<file path="config.mk">
export PLATFORM = sky130hd
export DESIGN_NAME = capture_regs
export DESIGN_NICKNAME = d
export VERILOG_FILES = /design/src/logic/capture_regs_pkg.sv /design/src/logic/capture_regs.sv
export SDC_FILE = /design/constraint.sdc
export NUM_CORES = 1
export LEC_CHECK = 0
export BUFFER_PORTS_ARGS = -buffer_cell sky130_fd_sc_hd__buf_4
export CELL_PAD_IN_SITES_DETAIL_PLACEMENT = 0
export CELL_PAD_IN_SITES_GLOBAL_PLACEMENT = 2
export CORE_ASPECT_RATIO = 0.75
export CORE_MARGIN = 2
export CORE_UTILIZATION = 31
export CTS_CLUSTER_SIZE = 8
export DETAILED_ROUTE_END_ITERATION = 8
export PLACE_DENSITY = 0.78
export REMOVE_ABC_BUFFERS = 1
export SYNTH_ARGS = -nofsm -noshare
export SYNTH_HDL_FRONTEND = slang
export SYNTH_SLANG_ARGS = --single-unit
</file>
<file path="constraint.sdc">
create_clock -name clk -period 1.7 [get_ports clk]
set_clock_uncertainty 0.15 [all_clocks]
set_input_delay 0.085 -clock clk [delete_from_list [all_inputs] [get_ports clk]]
set_output_delay 0.085 -clock clk [all_outputs]
set_load 0.01 [all_outputs]
</file>
<file path="src/logic/capture_regs_pkg.sv">
// package for the capture configuration and status register bank
// assumes a simple synchronous register port driven by the host bus logic
package capture_regs_pkg;

    localparam logic [8:0]  capture_control_offset    = 9'h0dc;
    localparam logic [8:0]  vbi_length_low_offset     = 9'h0e0;
    localparam logic [8:0]  vbi_length_high_delay_offset = 9'h0e4;
    localparam logic [8:0]  field_transition_counter_offset = 9'h0e8;
    localparam logic [8:0]  pll_fraction_low_offset   = 9'h0f0;
    localparam logic [8:0]  pll_fraction_high_offset  = 9'h0f4;
    localparam logic [8:0]  pll_integer_dividers_offset = 9'h0f8;
    localparam logic [8:0]  interrupt_status_offset   = 9'h100;
    localparam logic [8:0]  interrupt_mask_offset     = 9'h104;

    localparam logic [7:0]  byte_reset                = 8'h00;
    localparam logic [22:0] mask_reset                = 23'h000000;
    localparam logic [22:0] latched_bits              = 23'h0ffb3f;
    localparam int          ctl_used_bits             = 5;
    localparam int          field_bit                 = 24;
    localparam int          ack_bit                   = 25;
    localparam int          dma_en_bit                = 27;
    localparam int          instr_lo_bit              = 28;
    localparam logic [5:0]  pll_sleep_value           = 6'h00;

    typedef struct packed {
        logic sync_error;       // bit 19
        logic opcode_error;     // bit 18
        logic bus_abort;        // bit 17
        logic instr_parity;     // bit 16
        logic bus_parity;       // bit 15
        logic stream_resync;    // bit 14
        logic overrun_latency;  // bit 13
        logic overrun_drop;     // bit 12
        logic instr_irq;        // bit 11
        logic gp_pin;           // bit 9
        logic i2c_done;         // bit 8
        logic video_presence;   // bit 5
        logic change_flag_a;    // bit 4
        logic conv_overflow;    // bit 3
        logic new_line;         // bit 2
        logic field_change;     // bit 1
        logic format_change;    // bit 0
    } event_type;

    typedef struct packed {
        logic       dither_full_frame;
        logic       blank_capture_odd_en;
        logic       blank_capture_even_en;
        logic       capture_odd_en;
        logic       capture_even_en;
        logic [8:0] blank_length;
        logic [5:0] blank_line_delay;
        logic       frame_region_extend;
        logic [15:0] pll_fraction;
        logic [5:0] pll_integer;
        logic       pll_sleep;
        logic       pll_post_div_four;
        logic       pll_pre_div_two;
    } config_type;

endpackage : capture_regs_pkg
</file>
<file path="src/logic/capture_regs.sv">
// capture configuration, pll setting, field counter and interrupt status registers
// assumes a one-cycle register port: wr_en/rd_en strobes with byte offset,
// and one-cycle event pulses from the capture, dma, i2c and bus logic
//
// Contract
// RULE_01: dither bit selects field or frame scope
// RULE_02: blanking capture gated per field enable
// RULE_03: active video writes gated per field enable
// RULE_04: nine-bit blanking length split across registers
// RULE_05: six-bit delay after horizontal reset pulse
// RULE_06: extend bit adds ten lines before active
// RULE_07: sixteen-bit pll fraction, low byte first
// RULE_08: integer zero puts pll to sleep
// RULE_09: post divider six/four, pre divider one/two
// RULE_10: field counter counts transitions while capturing
// RULE_11: any counter write clears it
// RULE_12: write one clears latched status bits
// RULE_13: instruction status and dma enable read only
// RULE_14: ack bit set on success, cleared on nack
// RULE_15: field indicator odd zero, even one
// RULE_16: sync error latched on overflow or mismatch
// RULE_17: opcode error latched on instruction errors
// RULE_18: abort latched on master or target abort
// RULE_19: fetch parity latches flag, clears dma enable
// RULE_20: bus parity latched regardless of response
// RULE_21: resync and two overrun flags latched
// RULE_22: instruction, pin and i2c flags latched
// RULE_23: video event flags latched
// RULE_24: masked status drives level interrupt output
// RULE_25: reserved bits read zero, ignore writes
module capture_regs (
    input  wire logic        clk,              // 100 MHz bus clock
    input  wire logic        rstn,             // synchronous reset, active low
    input  wire logic        wr_en,            // register write strobe
    input  wire logic        rd_en,            // register read strobe
    input  wire logic [8:0]  addr,             // byte offset
    input  wire logic [31:0] wdata,            // write data
    output logic      [31:0] rdata,            // read data, registered
    output logic             rvalid,           // read data valid pulse
    input  wire logic        cur_field_even,   // current field, 1 = even
    input  wire logic        field_toggle,     // field transition pulse
    input  wire logic        dma_set_enable,   // software dma enable rise
    input  wire logic        dma_clear_enable, // dma controller stops
    input  wire logic [3:0]  instr_set,        // instruction status set bits
    input  wire logic [3:0]  instr_clear,      // instruction status reset bits
    input  wire logic        i2c_ok,           // i2c finished with ack
    input  wire logic        parity_resp_en,   // parity error response enable
    input  wire capture_regs_pkg::event_type ev, // event pulses
    output capture_regs_pkg::config_type cfg,  // decoded settings
    output logic             blank_write_ok,   // blanking capture allowed now
    output logic             video_write_ok,   // active video write allowed now
    output logic             dma_program_enable, // dma enable state
    output logic             irq_n             // level interrupt, active low
);

    logic [4:0]  ctl_reg;
    logic [7:0]  len_lo_reg;
    logic [7:0]  len_hi_reg;
    logic [7:0]  count_reg;
    logic [7:0]  frac_lo_reg;
    logic [7:0]  frac_hi_reg;
    logic [7:0]  pll_reg;
    logic [22:0] stat_reg;
    logic [22:0] stat_next;
    logic [22:0] mask_reg;
    logic [3:0]  instr_reg;
    logic        ack_reg;
    logic        dma_reg;
    logic [22:0] ev_vec;
    logic        fetch_parity;

    function automatic logic hit(input logic [8:0] a, input logic [8:0] off);
        hit = (a == off);
    endfunction : hit

    // map the event struct onto status bit positions
    always_comb begin
        ev_vec = '0;
        ev_vec[19] = ev.sync_error;                        // [RULE_16]
        ev_vec[18] = ev.opcode_error;                      // [RULE_17]
        ev_vec[17] = ev.bus_abort;                         // [RULE_18]
        ev_vec[16] = fetch_parity;                         // [RULE_19]
        ev_vec[15] = ev.bus_parity;                        // [RULE_20]
        ev_vec[14] = ev.stream_resync;                     // [RULE_21]
        ev_vec[13] = ev.overrun_latency;                   // [RULE_21]
        ev_vec[12] = ev.overrun_drop;                      // [RULE_21]
        ev_vec[11] = ev.instr_irq;                         // [RULE_22]
        ev_vec[9]  = ev.gp_pin;                            // [RULE_22]
        ev_vec[8]  = ev.i2c_done;                          // [RULE_22]
        ev_vec[5]  = ev.video_presence;                    // [RULE_23]
        ev_vec[4]  = ev.change_flag_a;                     // [RULE_23]
        ev_vec[3]  = ev.conv_overflow;                     // [RULE_23]
        ev_vec[2]  = ev.new_line;                          // [RULE_23]
        ev_vec[1]  = ev.field_change;                      // [RULE_23]
        ev_vec[0]  = ev.format_change;                     // [RULE_23]
    end

    // parity only counts against fetch when response is enabled
    assign fetch_parity = ev.instr_parity & parity_resp_en; // [RULE_19]

    always_ff @(posedge clk) begin
        if (!rstn) begin
            ctl_reg     <= '0;
            len_lo_reg  <= capture_regs_pkg::byte_reset;
            len_hi_reg  <= capture_regs_pkg::byte_reset;
            frac_lo_reg <= capture_regs_pkg::byte_reset;
            frac_hi_reg <= capture_regs_pkg::byte_reset;
            pll_reg     <= capture_regs_pkg::byte_reset;
            mask_reg    <= capture_regs_pkg::mask_reset;
        end else if (wr_en) begin
            if (hit(addr, capture_regs_pkg::capture_control_offset)) begin
                ctl_reg <= wdata[4:0];                     // [RULE_25]
            end
            if (hit(addr, capture_regs_pkg::vbi_length_low_offset)) begin
                len_lo_reg <= wdata[7:0];                  // [RULE_04]
            end
            if (hit(addr, capture_regs_pkg::vbi_length_high_delay_offset)) begin
                len_hi_reg <= wdata[7:0];                  // [RULE_05]
            end
            if (hit(addr, capture_regs_pkg::pll_fraction_low_offset)) begin
                frac_lo_reg <= wdata[7:0];                 // [RULE_07]
            end
            if (hit(addr, capture_regs_pkg::pll_fraction_high_offset)) begin
                frac_hi_reg <= wdata[7:0];                 // [RULE_07]
            end
            if (hit(addr, capture_regs_pkg::pll_integer_dividers_offset)) begin
                pll_reg <= wdata[7:0];
            end
            if (hit(addr, capture_regs_pkg::interrupt_mask_offset)) begin
                mask_reg <= wdata[22:0];
            end
        end
    end

    // field counter: a write clears it and wins over a coincident count
    always_ff @(posedge clk) begin
        if (!rstn) begin
            count_reg <= capture_regs_pkg::byte_reset;     // [RULE_10]
        end else if (wr_en && hit(addr, capture_regs_pkg::field_transition_counter_offset)) begin
            count_reg <= capture_regs_pkg::byte_reset;     // [RULE_11]
        end else if (field_toggle && (ctl_reg[3:0] != 4'h0)) begin
            count_reg <= count_reg + 8'h01;                // [RULE_10]
        end
    end

    // status: a new event beats a write-one clear in the same cycle
    always_comb begin
        stat_next = stat_reg;
        if (wr_en && hit(addr, capture_regs_pkg::interrupt_status_offset)) begin
            stat_next = stat_next & ~wdata[22:0];          // [RULE_12]
        end
        stat_next = (stat_next | ev_vec) & capture_regs_pkg::latched_bits;
    end

    always_ff @(posedge clk) begin
        if (!rstn) begin
            stat_reg <= '0;
        end else begin
            stat_reg <= stat_next;                         // [RULE_12]
        end
    end

    always_ff @(posedge clk) begin
        if (!rstn) begin
            instr_reg <= 4'h0;
        end else begin
            instr_reg <= (instr_reg | instr_set) & ~instr_clear; // [RULE_13]
        end
    end

    always_ff @(posedge clk) begin
        if (!rstn) begin
            ack_reg <= 1'b0;
        end else if (i2c_ok) begin
            ack_reg <= 1'b1;                               // [RULE_14]
        end else if (ev.i2c_done) begin
            ack_reg <= 1'b0;                               // [RULE_14]
        end
    end

    // the parity halt has priority so a stray enable cannot restart dma
    always_ff @(posedge clk) begin
        if (!rstn) begin
            dma_reg <= 1'b0;
        end else if (fetch_parity || dma_clear_enable) begin
            dma_reg <= 1'b0;                               // [RULE_19]
        end else if (dma_set_enable) begin
            dma_reg <= 1'b1;
        end
    end

    always_ff @(posedge clk) begin
        if (!rstn) begin
            rdata  <= '0;
            rvalid <= 1'b0;
        end else begin
            rvalid <= rd_en;
            rdata  <= '0;                                  // [RULE_25]
            if (rd_en) begin
                case (addr)
                    capture_regs_pkg::capture_control_offset: begin
                        rdata[4:0] <= ctl_reg;
                    end
                    capture_regs_pkg::vbi_length_low_offset: begin
                        rdata[7:0] <= len_lo_reg;
                    end
                    capture_regs_pkg::vbi_length_high_delay_offset: begin
                        rdata[7:0] <= len_hi_reg;
                    end
                    capture_regs_pkg::field_transition_counter_offset: begin
                        rdata[7:0] <= count_reg;
                    end
                    capture_regs_pkg::pll_fraction_low_offset: begin
                        rdata[7:0] <= frac_lo_reg;
                    end
                    capture_regs_pkg::pll_fraction_high_offset: begin
                        rdata[7:0] <= frac_hi_reg;
                    end
                    capture_regs_pkg::pll_integer_dividers_offset: begin
                        rdata[7:0] <= pll_reg;
                    end
                    capture_regs_pkg::interrupt_status_offset: begin
                        rdata[22:0] <= stat_reg;
                        rdata[capture_regs_pkg::field_bit] <= cur_field_even; // [RULE_15]
                        rdata[capture_regs_pkg::ack_bit] <= ack_reg;          // [RULE_14]
                        rdata[capture_regs_pkg::dma_en_bit] <= dma_reg;       // [RULE_13]
                        rdata[31:capture_regs_pkg::instr_lo_bit] <= instr_reg; // [RULE_13]
                    end
                    capture_regs_pkg::interrupt_mask_offset: begin
                        rdata[22:0] <= mask_reg;
                    end
                    default: begin
                        rdata <= '0;
                    end
                endcase
            end
        end
    end

    // decoded settings for the capture path and pll
    always_comb begin
        cfg.dither_full_frame     = ctl_reg[4];            // [RULE_01]
        cfg.blank_capture_odd_en  = ctl_reg[3];
        cfg.blank_capture_even_en = ctl_reg[2];
        cfg.capture_odd_en        = ctl_reg[1];
        cfg.capture_even_en       = ctl_reg[0];
        cfg.blank_length          = {len_hi_reg[0], len_lo_reg}; // [RULE_04]
        cfg.blank_line_delay      = len_hi_reg[7:2];       // [RULE_05]
        cfg.frame_region_extend   = len_hi_reg[1];         // [RULE_06]
        cfg.pll_fraction          = {frac_hi_reg, frac_lo_reg}; // [RULE_07]
        cfg.pll_integer           = pll_reg[5:0];
        cfg.pll_sleep             = (pll_reg[5:0] == capture_regs_pkg::pll_sleep_value); // [RULE_08]
        cfg.pll_post_div_four     = pll_reg[6];            // [RULE_09]
        cfg.pll_pre_div_two       = pll_reg[7];            // [RULE_09]
    end

    assign blank_write_ok = cur_field_even ? ctl_reg[2] : ctl_reg[3]; // [RULE_02]
    assign video_write_ok = cur_field_even ? ctl_reg[0] : ctl_reg[1]; // [RULE_03]
    assign dma_program_enable = dma_reg;
    assign irq_n = ~|(stat_reg & mask_reg);                // [RULE_24]

    a_count_clear: assert property (@(posedge clk) disable iff (!rstn) // [RULE_11]
        wr_en && hit(addr, capture_regs_pkg::field_transition_counter_offset)
        |=> count_reg == 8'h00)
        else $error("counter not cleared by write");

    a_count_step: assert property (@(posedge clk) disable iff (!rstn) // [RULE_10]
        field_toggle && ctl_reg[3:0] != 4'h0 && !wr_en
        |=> count_reg == $past(count_reg) + 8'h01)
        else $error("counter did not advance");

    a_count_hold: assert property (@(posedge clk) disable iff (!rstn) // [RULE_10]
        !field_toggle && !wr_en |=> $stable(count_reg))
        else $error("counter moved without transition");

    a_event_wins: assert property (@(posedge clk) disable iff (!rstn) // [RULE_12]
        ev.sync_error |=> stat_reg[19])
        else $error("sync error event lost");

    a_clear_one: assert property (@(posedge clk) disable iff (!rstn) // [RULE_12]
        wr_en && hit(addr, capture_regs_pkg::interrupt_status_offset) && wdata[17]
        && !ev.bus_abort |=> !stat_reg[17])
        else $error("abort flag not cleared");

    a_clear_zero: assert property (@(posedge clk) disable iff (!rstn) // [RULE_12]
        stat_reg[8] && !(wr_en && hit(addr, capture_regs_pkg::interrupt_status_offset)
        && wdata[8]) |=> stat_reg[8])
        else $error("i2c flag dropped");

    a_parity_halt: assert property (@(posedge clk) disable iff (!rstn) // [RULE_19]
        ev.instr_parity && parity_resp_en |=> !dma_reg && stat_reg[16])
        else $error("fetch parity did not halt dma");

    a_parity_gated: assert property (@(posedge clk) disable iff (!rstn) // [RULE_19]
        !stat_reg[16] && ev.instr_parity && !parity_resp_en |=> !stat_reg[16])
        else $error("fetch parity latched without response");

    a_irq_level: assert property (@(posedge clk) disable iff (!rstn) // [RULE_24]
        (stat_reg & mask_reg) != 23'h0 |-> !irq_n)
        else $error("interrupt not asserted");

    a_ack_nack: assert property (@(posedge clk) disable iff (!rstn) // [RULE_14]
        ev.i2c_done && !i2c_ok |=> !ack_reg)
        else $error("ack not cleared on nack");

    a_pll_sleep: assert property (@(posedge clk) disable iff (!rstn) // [RULE_08]
        wr_en && hit(addr, capture_regs_pkg::pll_integer_dividers_offset)
        && wdata[5:0] == 6'h00 |=> cfg.pll_sleep)
        else $error("pll not asleep at zero");

    a_pll_awake: assert property (@(posedge clk) disable iff (!rstn) // [RULE_08]
        pll_reg[5:0] != capture_regs_pkg::pll_sleep_value |-> !cfg.pll_sleep)
        else $error("pll asleep with nonzero integer");

    a_every_event: assert property (@(posedge clk) disable iff (!rstn) // [RULE_23]
        ev_vec != 23'h0 |=> (stat_reg & $past(ev_vec)) == $past(ev_vec))
        else $error("event not latched");

    a_stat_hold: assert property (@(posedge clk) disable iff (!rstn) // [RULE_12]
        ev_vec == 23'h0 && !(wr_en && hit(addr, capture_regs_pkg::interrupt_status_offset))
        |=> stat_reg == $past(stat_reg))
        else $error("status moved without event or clear");

    a_bus_parity: assert property (@(posedge clk) disable iff (!rstn) // [RULE_20]
        ev.bus_parity |=> stat_reg[15])
        else $error("bus parity not latched");

    a_abort_latch: assert property (@(posedge clk) disable iff (!rstn) // [RULE_18]
        ev.bus_abort |=> stat_reg[17])
        else $error("abort not latched");

    a_ctl_reserved: assert property (@(posedge clk) disable iff (!rstn) // [RULE_25]
        rd_en && hit(addr, capture_regs_pkg::capture_control_offset)
        |=> rdata[31:5] == 27'h0)
        else $error("control reserved bits not zero");

    a_stat_reserved: assert property (@(posedge clk) disable iff (!rstn) // [RULE_25]
        rd_en && hit(addr, capture_regs_pkg::interrupt_status_offset)
        |=> rdata[23:20] == 4'h0 && !rdata[26] && !rdata[10] && rdata[7:6] == 2'b00)
        else $error("status reserved bits not zero");

    a_mask_reserved: assert property (@(posedge clk) disable iff (!rstn) // [RULE_25]
        rd_en && hit(addr, capture_regs_pkg::interrupt_mask_offset)
        |=> rdata[31:23] == 9'h000)
        else $error("mask reserved bits not zero");

    a_idle_zero: assert property (@(posedge clk) disable iff (!rstn) // [RULE_25]
        !rd_en
        |=> rdata == 32'h0 && !rvalid)
        else $error("read port not idle");

    a_field_status: assert property (@(posedge clk) disable iff (!rstn) // [RULE_15]
        rd_en && hit(addr, capture_regs_pkg::interrupt_status_offset)
        |=> rvalid && rdata[capture_regs_pkg::field_bit] == $past(cur_field_even))
        else $error("field indicator wrong");

    a_ack_set: assert property (@(posedge clk) disable iff (!rstn) // [RULE_14]
        i2c_ok |=> ack_reg)
        else $error("ack not set on success");

    a_instr_clear: assert property (@(posedge clk) disable iff (!rstn) // [RULE_13]
        instr_clear != 4'h0
        |=> (instr_reg & $past(instr_clear)) == 4'h0)
        else $error("instruction status not reset");

    a_instr_set: assert property (@(posedge clk) disable iff (!rstn) // [RULE_13]
        instr_set != 4'h0 && instr_clear == 4'h0
        |=> (instr_reg & $past(instr_set)) == $past(instr_set))
        else $error("instruction status not set");

    a_blank_gate: assert property (@(posedge clk) disable iff (!rstn) // [RULE_02]
        (cur_field_even ? !ctl_reg[2] : !ctl_reg[3])
        |-> !blank_write_ok)
        else $error("blanking capture open while disabled");

    a_video_gate: assert property (@(posedge clk) disable iff (!rstn) // [RULE_03]
        (cur_field_even ? !ctl_reg[0] : !ctl_reg[1])
        |-> !video_write_ok)
        else $error("video write open while disabled");

endmodule : capture_regs

</file>
---- Word level (Yosys, flattened, before mapping) ----
Index checks and enable logic that the tools add are counted.
storage, ports and cells
  bits in registers ....................... 132
  bits in latches ......................... 0
  RAM bits ................................ 0
  bits in read-only memories .............. 0
  input bits .............................. 76
  output and inout port bits .............. 83
  logic and storage cells ................. 63
  memories ................................ 0
operators by class
  $add $sub $neg .......................... 1
  $mul .................................... 0
  div/mod/pow operators ................... 0
  order comparisons ....................... 0
  equal/unequal tests ..................... 9
  shift operators ......................... 0
  muxes and demuxes ....................... 8
  bitwise operators ....................... 9
  reduce and logical (&&, ||, !) cells .... 20
operator list
  kind                                                                    count
  9-bit by 8-bit equality test with 1-bit output (second input constant)  7
  5-bit one-hot mux with 9 select lines                                   1
  15-bit one-hot mux with 2 select lines                                  1
  3-bit one-hot mux with 8 select lines                                   1
  20-bit by 23-bit AND with 23-bit output                                 1
  23-bit OR reduction                                                     1
  20-bit AND                                                              1
  20-bit 2-to-1 mux                                                       1
  20-bit NOT                                                              1
  20-bit bitwise OR                                                       1
  9-bit equality test (second input constant)                             2
  2-bit AND reduction                                                     8
  8-bit by 1-bit adder with 8-bit output (second input constant)          1
  6-bit zero test                                                         1
  4-bit AND                                                               1
  1-bit 2-to-1 mux                                                        4
  4-bit NOT                                                               1
  4-bit bitwise OR                                                        1
  4-bit nonzero test                                                      1
  2-bit OR reduction                                                      2
  1-bit logical AND                                                       3
  3-bit AND reduction                                                     1
  2-bit nonzero test                                                      1
  1-bit AND                                                               1
  other kinds (3)                                                         3

---- Depth between registers and ports, before layout ----
Gate-level depths: netlist of the first run.
  word-level depth ........................ 4
  gate-level depth with buffers ........... 8
  gate-level depth less buffers ........... 5

---- Least setup slack after synthesis of the first run ----
Ideal clock, no wire load.
  path kind ............................... input to register
  from .................................... in addr[2]
  to ...................................... reg stat_reg[16]
  library setup time ...................... 0.128 ns
  data arrival time ....................... 1.272 ns
  data required time ...................... 1.422 ns
  setup slack ............................. 0.150 ns
  stages .................................. 8
  path buffers ............................ 3
  cell sequence ........................... buf_2 -> nor4_2 -> and4_1 -> buf_4 -> buf_6 -> nand2_1 -> a22oi_1 -> nor2_1
between the ends
  longest elaborated chain between the ends .. 4
RTL lines
  what                    RTL line             RTL
  start: declaration      capture_regs.sv:36   input wire logic [8:0] addr,
  9-bit equality test     capture_regs.sv:73   hit = (a == off);
  1-bit logical AND       capture_regs.sv:149  if (wr_en && hit(addr, capture_regs_pkg::interrupt_status_offset)) begin
  20-bit 2-to-1 mux       capture_regs.sv:149
  20-bit bitwise OR       capture_regs.sv:152  stat_next = (stat_next | ev_vec) & capture_regs_pkg::latched_bits;
  end signal: assignment  capture_regs.sv:159  stat_reg <= stat_next;
  end: declaration        capture_regs.sv:63   logic [22:0] stat_reg;
No other way between the ends.
A chain may end at the register's enable or synchronous reset.

---- Worst setup path after layout of the first run ----
  from .................................... reg mask_reg[17]
  to ...................................... out irq_n
between the ends
  longest elaborated chain between the ends .. 3
RTL lines
  what                                     RTL line             RTL
  start: declaration                       capture_regs.sv:65   logic [22:0] mask_reg;
  start signal: assignment                 capture_regs.sv:109  mask_reg <= capture_regs_pkg::mask_reset;
  start signal: assignment                 capture_regs.sv:130  mask_reg <= wdata[22:0];
  20-bit by 23-bit AND with 23-bit output  capture_regs.sv:260  assign irq_n = ~|(stat_reg & mask_reg);
  23-bit OR reduction                      capture_regs.sv:260
  1-bit zero test                          capture_regs.sv:260
  end: declaration                         capture_regs.sv:53   output logic irq_n
No other way between the ends.

==> results of run 1 <==
## layout by cell type (no fill, tap or decap), types with 8 or more instances in the layout
master                          synthesis  layout
sky130_fd_sc_hd__buf_4                  9     196
sky130_fd_sc_hd__dfxtp_1              130     122
sky130_fd_sc_hd__nor2_1                88      88
sky130_fd_sc_hd__nand2_1               65      65
sky130_fd_sc_hd__mux2i_1               63      63
sky130_fd_sc_hd__dlygate4sd3_1          0      59
sky130_fd_sc_hd__a21oi_1               41      41
sky130_fd_sc_hd__a22o_1                17      17
sky130_fd_sc_hd__clkbuf_16              0      17
sky130_fd_sc_hd__a22oi_1               14      13
sky130_fd_sc_hd__and2_1                13      13
sky130_fd_sc_hd__dfxtp_2                0       8
## cell usage after synthesis (2+ instances only)
master and count:
sky130_fd_sc_hd__nor3_2 2, sky130_fd_sc_hd__nand2_1 65, sky130_fd_sc_hd__buf_2 7, sky130_fd_sc_hd__nand3_1 7
sky130_fd_sc_hd__clkbuf_1 14, sky130_fd_sc_hd__a221o_1 2, sky130_fd_sc_hd__nand4b_1 2, sky130_fd_sc_hd__inv_1 2
sky130_fd_sc_hd__buf_6 5, sky130_fd_sc_hd__xor2_1 5, sky130_fd_sc_hd__nor3b_1 2, sky130_fd_sc_hd__xnor2_1 2
sky130_fd_sc_hd__o32ai_1 3, sky130_fd_sc_hd__a21o_1 2, sky130_fd_sc_hd__o21ai_0 7, sky130_fd_sc_hd__mux2_2 7
sky130_fd_sc_hd__a22oi_1 14, sky130_fd_sc_hd__nand4_1 3, sky130_fd_sc_hd__nor2_1 88, sky130_fd_sc_hd__a22o_1 17
sky130_fd_sc_hd__and2_1 13, sky130_fd_sc_hd__dfxtp_1 130, sky130_fd_sc_hd__mux2i_1 63, sky130_fd_sc_hd__nor4_2 2
sky130_fd_sc_hd__and3_1 3, sky130_fd_sc_hd__o2bb2ai_1 2, sky130_fd_sc_hd__nor3_1 6, sky130_fd_sc_hd__a21oi_1 41
sky130_fd_sc_hd__buf_4 9, sky130_fd_sc_hd__mux4_2 3
## cell families after synthesis
logic type / after synthesis / synth area share [%]
simple gates: 207 / 18.6
xor+xnor: 7 / 1.15
other cells: 1 / 0.0703
fa+ha+maj: 1 / 0.234
compound gates: 96 / 12.5
flops: 130 / 48.8
mux: 73 / 14.6
buf+inv: 38 / 4.17
## worst max-delay path by stage
stage,from,to,slack [ns]
floorplan,addr[8],len_lo_reg[0]$_SDFFE_PN0P_,-0.51
global placement,addr[4],rdata[1]$_SDFF_PN0_,-0.01
detailed placement,addr[4],mask_reg[9]$_SDFFE_PN0P_,-0.04
CTS,mask_reg[17]$_SDFFE_PN0P_,irq_n,-0.22
global route,mask_reg[18]$_SDFFE_PN0P_,irq_n,-0.31
finish,mask_reg[17]$_SDFFE_PN0P_,irq_n,-0.19
## metal layers
layer	global-route usage [%]	up-vias
li1	-	2441
met4	5.05	2
met3	4.93	14
met1	26.5	2388
met2	29.4	154
met5	0	-
## repair_timing
item                                   in CTS  in global routing
hold buffers                               59                  0
pin swaps                                   3                  4
gates resized for setup                     7                  9
buffers inserted                            1                  1
setup endpoints to repair                   2                  4
endpoints found under the hold margin     108                  0
## report_power, final
part | internal (mW) | switching (mW) | total, mW
logic | 0.276 | 0.231 | 0.506
registers | 3.09 | 0.0294 | 3.12
clock network | 2.31 | 1.33 | 3.64
total | 5.68 | 1.59 | 7.26
## critical path, stage by stage, from the launching register on
cell	delay (ns)
sky130_fd_sc_hd__dfxtp_2	0.32
sky130_fd_sc_hd__a22o_1	0.25
sky130_fd_sc_hd__a221oi_2	0.21
sky130_fd_sc_hd__nand4_1	0.19
sky130_fd_sc_hd__nor2_1	0.15
sky130_fd_sc_hd__buf_4	0.14
## stage by stage
step | power (mW) | TNS, ns | utilization, %
floorplan | 3.29 | -5.25 | -
global placement | 3.57 | -0.0151 | 41.5
detailed placement | 3.57 | -0.429 | 41.5
CTS | 7.32 | -0.332 | 48.7
global route | 7.49 | -0.465 | 48.9
finish | 7.26 | -0.277 | 48.9
## final cells by class
| type | instances | area share, % |
|---|---|---|
| inverters | 3 | 0.137 |
| clock inverters | 8 | 1.23 |
| repair buffers | 262 | 26.7 |
| flip-flops and latches | 130 | 31.8 |
| clock buffers | 24 | 5.98 |
| multi-input cells | 386 | 31.0 |
| well taps | 215 | 3.27 |
==> impl_metrics.sql, run 1 <==
INSERT INTO impl_metrics (metric_group, metric, value, unit) VALUES
('die', 'fp.coreArea', '16800', 'um2'),
('pwr', 'leakage', '3.76', 'nW'),
('placed_design', 'placed_cells', '935', ''),
('critical_path', 'timing.critical_path.required', '1.46', 'ns'),
('critical_path', 'regToRegStartpoint', 'frac_hi_reg[2]$_SDFFE_PN0P_', ''),
('die', 'area_enclosed_by_the_die_boundary', '18300', 'um2'),
('finish', 'area.sequential', '2610', 'um2'),
('synth', 'ys.flop_type', 'sky130_fd_sc_hd__dfxtp_1', ''),
('finish', 'post_layout_nonfiller_instances', '1028', ''),
('clocking', 'clock_sink_count', '130', ''),
('detailed_routing', 'route.detailed.vias_per_inst', '4.86', ''),
('placed_design', 'placement.cell_area', '6980', 'um2'),
('timing', 'rsz_0062_raised_after_global_routing', 'yes', ''),
('placed_design', 'dp_slack', '-0.0366', 'ns'),
('placed_design', 'place.port_buffers', '147', ''),
('synth', 'syn_avg_cell_area', '9.65', 'um2'),
('run_status', 'violations', 'negative setup slack', ''),
('hold_path', 'hold_start', 'addr[0]', ''),
('critical_path', 'crit_path_end_kind', 'output pin', ''),
('clocking', 'cts_root_buffer', 'sky130_fd_sc_hd__clkbuf_16', ''),
('critical_path', 'r2r_setup_slack', '0.06', 'ns'),
('detailed_routing', 'routedLengthMet1', '8320', 'um'),
('detailed_routing', 'drt-pass1-iter-count', '5', ''),
('synth', 'area_fraction_of_the_dominant_cell_type_after_synthesis', '48.8', '%'),
('critical_path', 'critical_path.reg2reg.endpoint', 'rdata[2]$_SDFF_PN0_', ''),
('hold_path', 'min_path_cells', '5', ''),
('clocking', 'cts_max_path_bufs', '2', ''),
('die', 'io_pins', '159', ''),
('detailed_routing', 'ant_nets', '0', ''),
('clocking', 'clkLatencyLatePin', '0.41', 'ns'),
('finish', 'final_cell_area', '8230', 'um2'),
('critical_path', 'r2r.worst_path.cells', '6', ''),
('detailed_routing', 'vias', '4999', ''),
('grt', 'initial_antenna_violation_count', '1', ''),
('pwr', 'power.density_cell_area', '882', 'nW/um2'),
('clocking', 'clock_tree_from_tritoncts', 'done', ''),
('critical_path', 'worst-endpoint-arrival', '1.65', 'ns'),
('die', 'die_w', '156', 'um'),
('detailed_routing', 'routed-wl-met3', '1040', 'um'),
('timing', 'max_freq', '0.530', 'GHz'),
('timing', 'setup-violations-final', '2', ''),
('die', 'floorplan.initialDensity', '31.7', '%'),
('timing', 'final_max_slew_viol_count', '0', ''),
('synth', 'synth_warnings', '0', ''),
('placed_design', 'place_hpwl', '12500', 'um'),
('timing', 'period_minus_slack', '1.89', 'ns'),
('detailed_routing', 'top_routing_layer_used', 'met5', ''),
('finish', 'largest_register_ffs', '30', ''),
('grt', 'first_global_vias', '4979', ''),
('critical_path', 'setup.worst_path.start_class', 'flip-flop', ''),
('detailed_routing', 'initialDrtViolationCount', '309', ''),
('finish', 'syn_to_final_growth', '54.1', '%'),
('hold_path', 'hold_path.class', 'input port to flip-flop', ''),
('synth', 'ys_ff_latch', '130', ''),
('synth', 'synth_top_area_cell', 'sky130_fd_sc_hd__dfxtp_1', ''),
('run_status', 'outcome', 'finished, violations left', ''),
('pwr', 'vdd.ir_drop.worst', '0.582', 'mV'),
('detailed_routing', 'detailed_route_drc_error_count', '0', ''),
('timing', 'finalWorstSetupSlack', '-0.186', 'ns'),
('critical_path', 'path_max_fanout', '2', ''),
('placed_design', 'gp_congestion', '0.833', ''),
('die', 'placement_rows', '41', ''),
('critical_path', 'critical_path_class', 'flip-flop to output pin', ''),
('detailed_routing', 'routed_wire_length_per_instance', '17.0', 'um'),
('grt', 'overflow', '0', ''),
('synth', 'synthDistinctLibCells', '55', ''),
('synth', 'synth-edff-count', '0', ''),
('clocking', 'cts_made_buffers', '17', ''),
('hold_path', 'worstHoldEndpoint', 'rdata[6]$_SDFF_PN0_', ''),
('synth', 'seq_area_frac_synth', '48.8', '%'),
('grt', 'grt_start_max_net_pins', '34', '');
Power figures use the tool's default switching activity.
==> run 2: changes to the inputs <==
Clock period 1.7 ns to 1.9 ns, I/O delays scaled along.
==> run 2 against run 1 <==
The flow now finishes without violations. First-iteration DRC count is 7.4% higher. Final cell count decreased by 0.68%. Sequential power down 11%. Hold slack worse by 0.023 ns. Worst setup slack improved by 0.20 ns. Via count fell by 1.3%. Global-route usage grew 0.087 points. Total power fell by 5.8%. Final area rose by 0.46%. Largest power group unchanged. Non-clock buffer count shrank 7. Count of clock-buffer cells in the layout fell by 3.
==> impl_metrics.sql, run 2 (synthesis gave the netlist of run 1 again) <==
INSERT INTO impl_metrics (metric_group, metric, value, unit) VALUES
('run_status', 'outcome', 'completed', ''),
('detailed_routing', 'vias', '4936', ''),
('placed_design', 'placed_cells', '913', ''),
('finish', 'final_layout_size_suffix_gt1_share', '30.1', '%'),
('critical_path', 'crit_path_cell_trace', 'a22o_1, a221oi_2, nand4_1, nor2_1, buf_4', ''),
('pwr', 'vdd.ir_drop.worst', '0.568', 'mV'),
('critical_path', 'worst-endpoint-arrival', '1.64', 'ns'),
('pwr', 'power.density_cell_area', '828', 'nW/um2'),
('clocking', 'clock_sink_count', '130', ''),
('detailed_routing', 'detailed_route_drc_error_count', '0', ''),
('placed_design', 'gp_congestion', '0.810', ''),
('hold_path', 'hold_path.class', 'input port to flip-flop', ''),
('detailed_routing', 'drt-pass1-iter-count', '5', ''),
('clocking', 'clk_pin_slew_worst_paths', '0.06', 'ns'),
('grt', 'initial_antenna_violation_count', '0', ''),
('finish', 'post_layout_nonfiller_instances', '1021', ''),
('pwr', 'power.total', '6.84', 'mW'),
('critical_path', 'crit_path_end_kind', 'output pin', ''),
('clocking', 'clock_tree_from_tritoncts', 'done', ''),
('timing', 'max_freq', '0.530', 'GHz'),
('die', 'area_enclosed_by_the_die_boundary', '18300', 'um2'),
('timing', 'tightest_slew', '0.604', 'ns'),
('hold_path', 'hold_start', 'addr[0]', ''),
('finish', 'largest_register_ffs', '30', ''),
('hold_path', 'worstHoldEndpoint', 'rdata[2]$_SDFF_PN0_', ''),
('timing', 'final_max_slew_viol_count', '0', ''),
('detailed_routing', 'route.detailed.vias_per_inst', '4.83', ''),
('die', 'die_w', '156', 'um'),
('finish', 'syn_to_final_growth', '54.9', '%'),
('clocking', 'cts_root_buffer', 'sky130_fd_sc_hd__clkbuf_16', ''),
('die', 'placement_rows', '41', ''),
('critical_path', 'path_max_fanout', '2', ''),
('grt', 'overflow', '0', ''),
('critical_path', 'regToRegStartpoint', 'ctl_reg[0]$_SDFFE_PN0P_', ''),
('finish', 'num-nets-final', '870', ''),
('detailed_routing', 'ant_nets', '0', ''),
('timing', 'final_hold_violating_endpoints', '0', ''),
('grt', 'groute.usage.overall', '19.1', '%'),
('critical_path', 'critical_path.reg2reg.endpoint', 'count_reg[5]$_SDFFE_PP0P_', ''),
('placed_design', 'place_hpwl', '12100', 'um'),
('critical_path', 'setup.worst_path.start_class', 'flip-flop', ''),
('critical_path', 'timing.critical_path.required', '1.65', 'ns'),
('finish', 'highest_count_cells_in_the_layout_ignoring_fill_and_taps', 'sky130_fd_sc_hd__buf_4 (173), sky130_fd_sc_hd__dfxtp_1 (128), sky130_fd_sc_hd__nor2_1 (88)', ''),
('die', 'io_pins', '159', ''),
('timing', 'rsz_0062_raised_after_global_routing', 'yes', ''),
('timing', 'timing.final.crit_share', '99.2', '%'),
('clocking', 'cts_htree_levels', '4', ''),
('clocking', 'cts_made_buffers', '17', ''),
('timing', 'slew-limit-headroom', '59.3', '%'),
('detailed_routing', 'initialDrtViolationCount', '332', ''),
('critical_path', 'worst_path_max_delay_cell', 'sky130_fd_sc_hd__dfxtp_2', ''),
('detailed_routing', 'drt-total-wl', '17500', 'um'),
('timing', 'setup-violations-final', '0', ''),
('placed_design', 'place.port_buffers', '147', ''),
('critical_path', 'r2r_setup_slack', '0.19', 'ns'),
('die', 'fp.coreArea', '16800', 'um2'),
('pwr', 'seq_power_share', '40.8', '%'),
('pwr', 'internal_power', '5.37', 'mW'),
('die', 'fp.dieH', '118', 'um'),
('die', 'floorplan.initialDensity', '31.7', '%'),
('flow_run', 'maxcap_violations', '0', ''),
('timing', 'period_minus_slack', '1.89', 'ns'),
('clocking', 'clkLatencyLatePin', '0.42', 'ns'),
('detailed_routing', 'routed_wire_length_per_instance', '17.2', 'um'),
('critical_path', 'worstPathBufferInverterCount', '1', ''),
('finish', 'layout.cells.most_common', 'sky130_fd_sc_hd__buf_4', ''),
('pwr', 'share_comb_of_total_power', '6.9', '%'),
('grt', 'grt_pass1_wl', '26800', 'um'),
('grt', 'first_global_vias', '4898', ''),
('pwr', 'power.switching_fraction', '21.5', '%'),
('finish', 'n_antenna_cell', '0', ''),
('critical_path', 'critical-path-top-delay-family', 'compound AO/OA/AOI/OAI gates', ''),
('critical_path', 'r2r.worst_path.cells', '5', ''),
('critical_path', 'cpPeakStageDelay', '0.32', 'ns'),
('grt', 'grt_start_max_net_pins', '57', ''),
('clocking', 'cts_max_path_bufs', '2', ''),
('pwr', 'total_switching_power', '1.47', 'mW'),
('critical_path', 'critical_path_class', 'flip-flop to output pin', ''),
('hold_path', 'min_path_cells', '5', ''),
('pwr', 'leakage', '3.76', 'nW'),
('pwr', 'clockPowerShare', '52.3', '%');
run 2: worst max-delay path by stage:
stage / cells after the start / from / to
after CTS: 5 / mask_reg[17]$_SDFFE_PN0P_ / irq_n
after global routing: 4 / stat_reg[18]$_SDFF_PN0_ / irq_n
after detailed placement: 7 / addr[2] / rdata[2]$_SDFF_PN0_
after floorplan: 5 / addr[8] / len_lo_reg[0]$_SDFFE_PN0P_
after global placement: 6 / addr[2] / rdata[3]$_SDFF_PN0_
final: 5 / mask_reg[17]$_SDFFE_PN0P_ / irq_n
run 2: worst register-to-register path, cell delays in order, from the launching register on:
cell and delay [ns]:
sky130_fd_sc_hd__dfxtp_1 0.37, sky130_fd_sc_hd__o41ai_1 0.55, sky130_fd_sc_hd__nor2_1 0.18, sky130_fd_sc_hd__nand3_1 0.14, sky130_fd_sc_hd__xor2_1 0.14, sky130_fd_sc_hd__nor2_1 0.05
run 2: what timing repair did:
action,4_1_cts,5_1_grt
gates resized for setup,2,4
hold buffers,76,0
endpoints found under the setup margin,1,14
hold endpoints to repair,104,0
pin swaps,4,4
gates cloned,0,1
buffers inserted,1,0
run 2: through the flow:
stage | setup TNS (ns) | hold slack (ns) | utilization, % | worst slack (ns) | instance area [um2]
after detailed placement | 0 | 0.111 | 40.5 | 0.131 | 6820
after global placement | 0 | 0.108 | 40.5 | 0.162 | 6820
final | 0 | 0.0197 | 49.1 | 0.0147 | 8270
after CTS | -0.0186 | 0.00410 | 49.0 | -0.0186 | 8250
after floorplan | -2.59 | 0.0218 | - | -0.324 | 5130
after global routing | -0.111 | 0.0306 | 49.1 | -0.111 | 8270
run 2: final cells by class:
class	count	area [um2]
well taps	215	269
multi-input cells	386	2530
clock buffers	21	480
inverters	3	11.3
flip-flops and latches	130	2610
fillers	1593	8560
repair buffers	255	2200
clock inverters	11	174
run 2: power groups by stage:
stage | logic, mW | registers [mW] | clock network (mW)
detailed placement | 0.339 | 2.85 | 0
floorplan | 0.102 | 2.84 | 0
finish | 0.472 | 2.79 | 3.58
global route | 0.506 | 2.79 | 3.77
CTS | 0.473 | 2.79 | 3.65
global placement | 0.333 | 2.84 | 0
run 2: layer usage:
| layer | vias to the layer above | global-route usage, % | routed length [um] |
|---|---|---|---|
| met3 | 12 | 5.08 | 1150 |
| met4 | 0 | 4.87 | 166 |
| met1 | 2365 | 26.1 | 8180 |
| met5 | - | 0 | 0 |
| met2 | 140 | 30.0 | 8040 |
| li1 | 2419 | - | - |
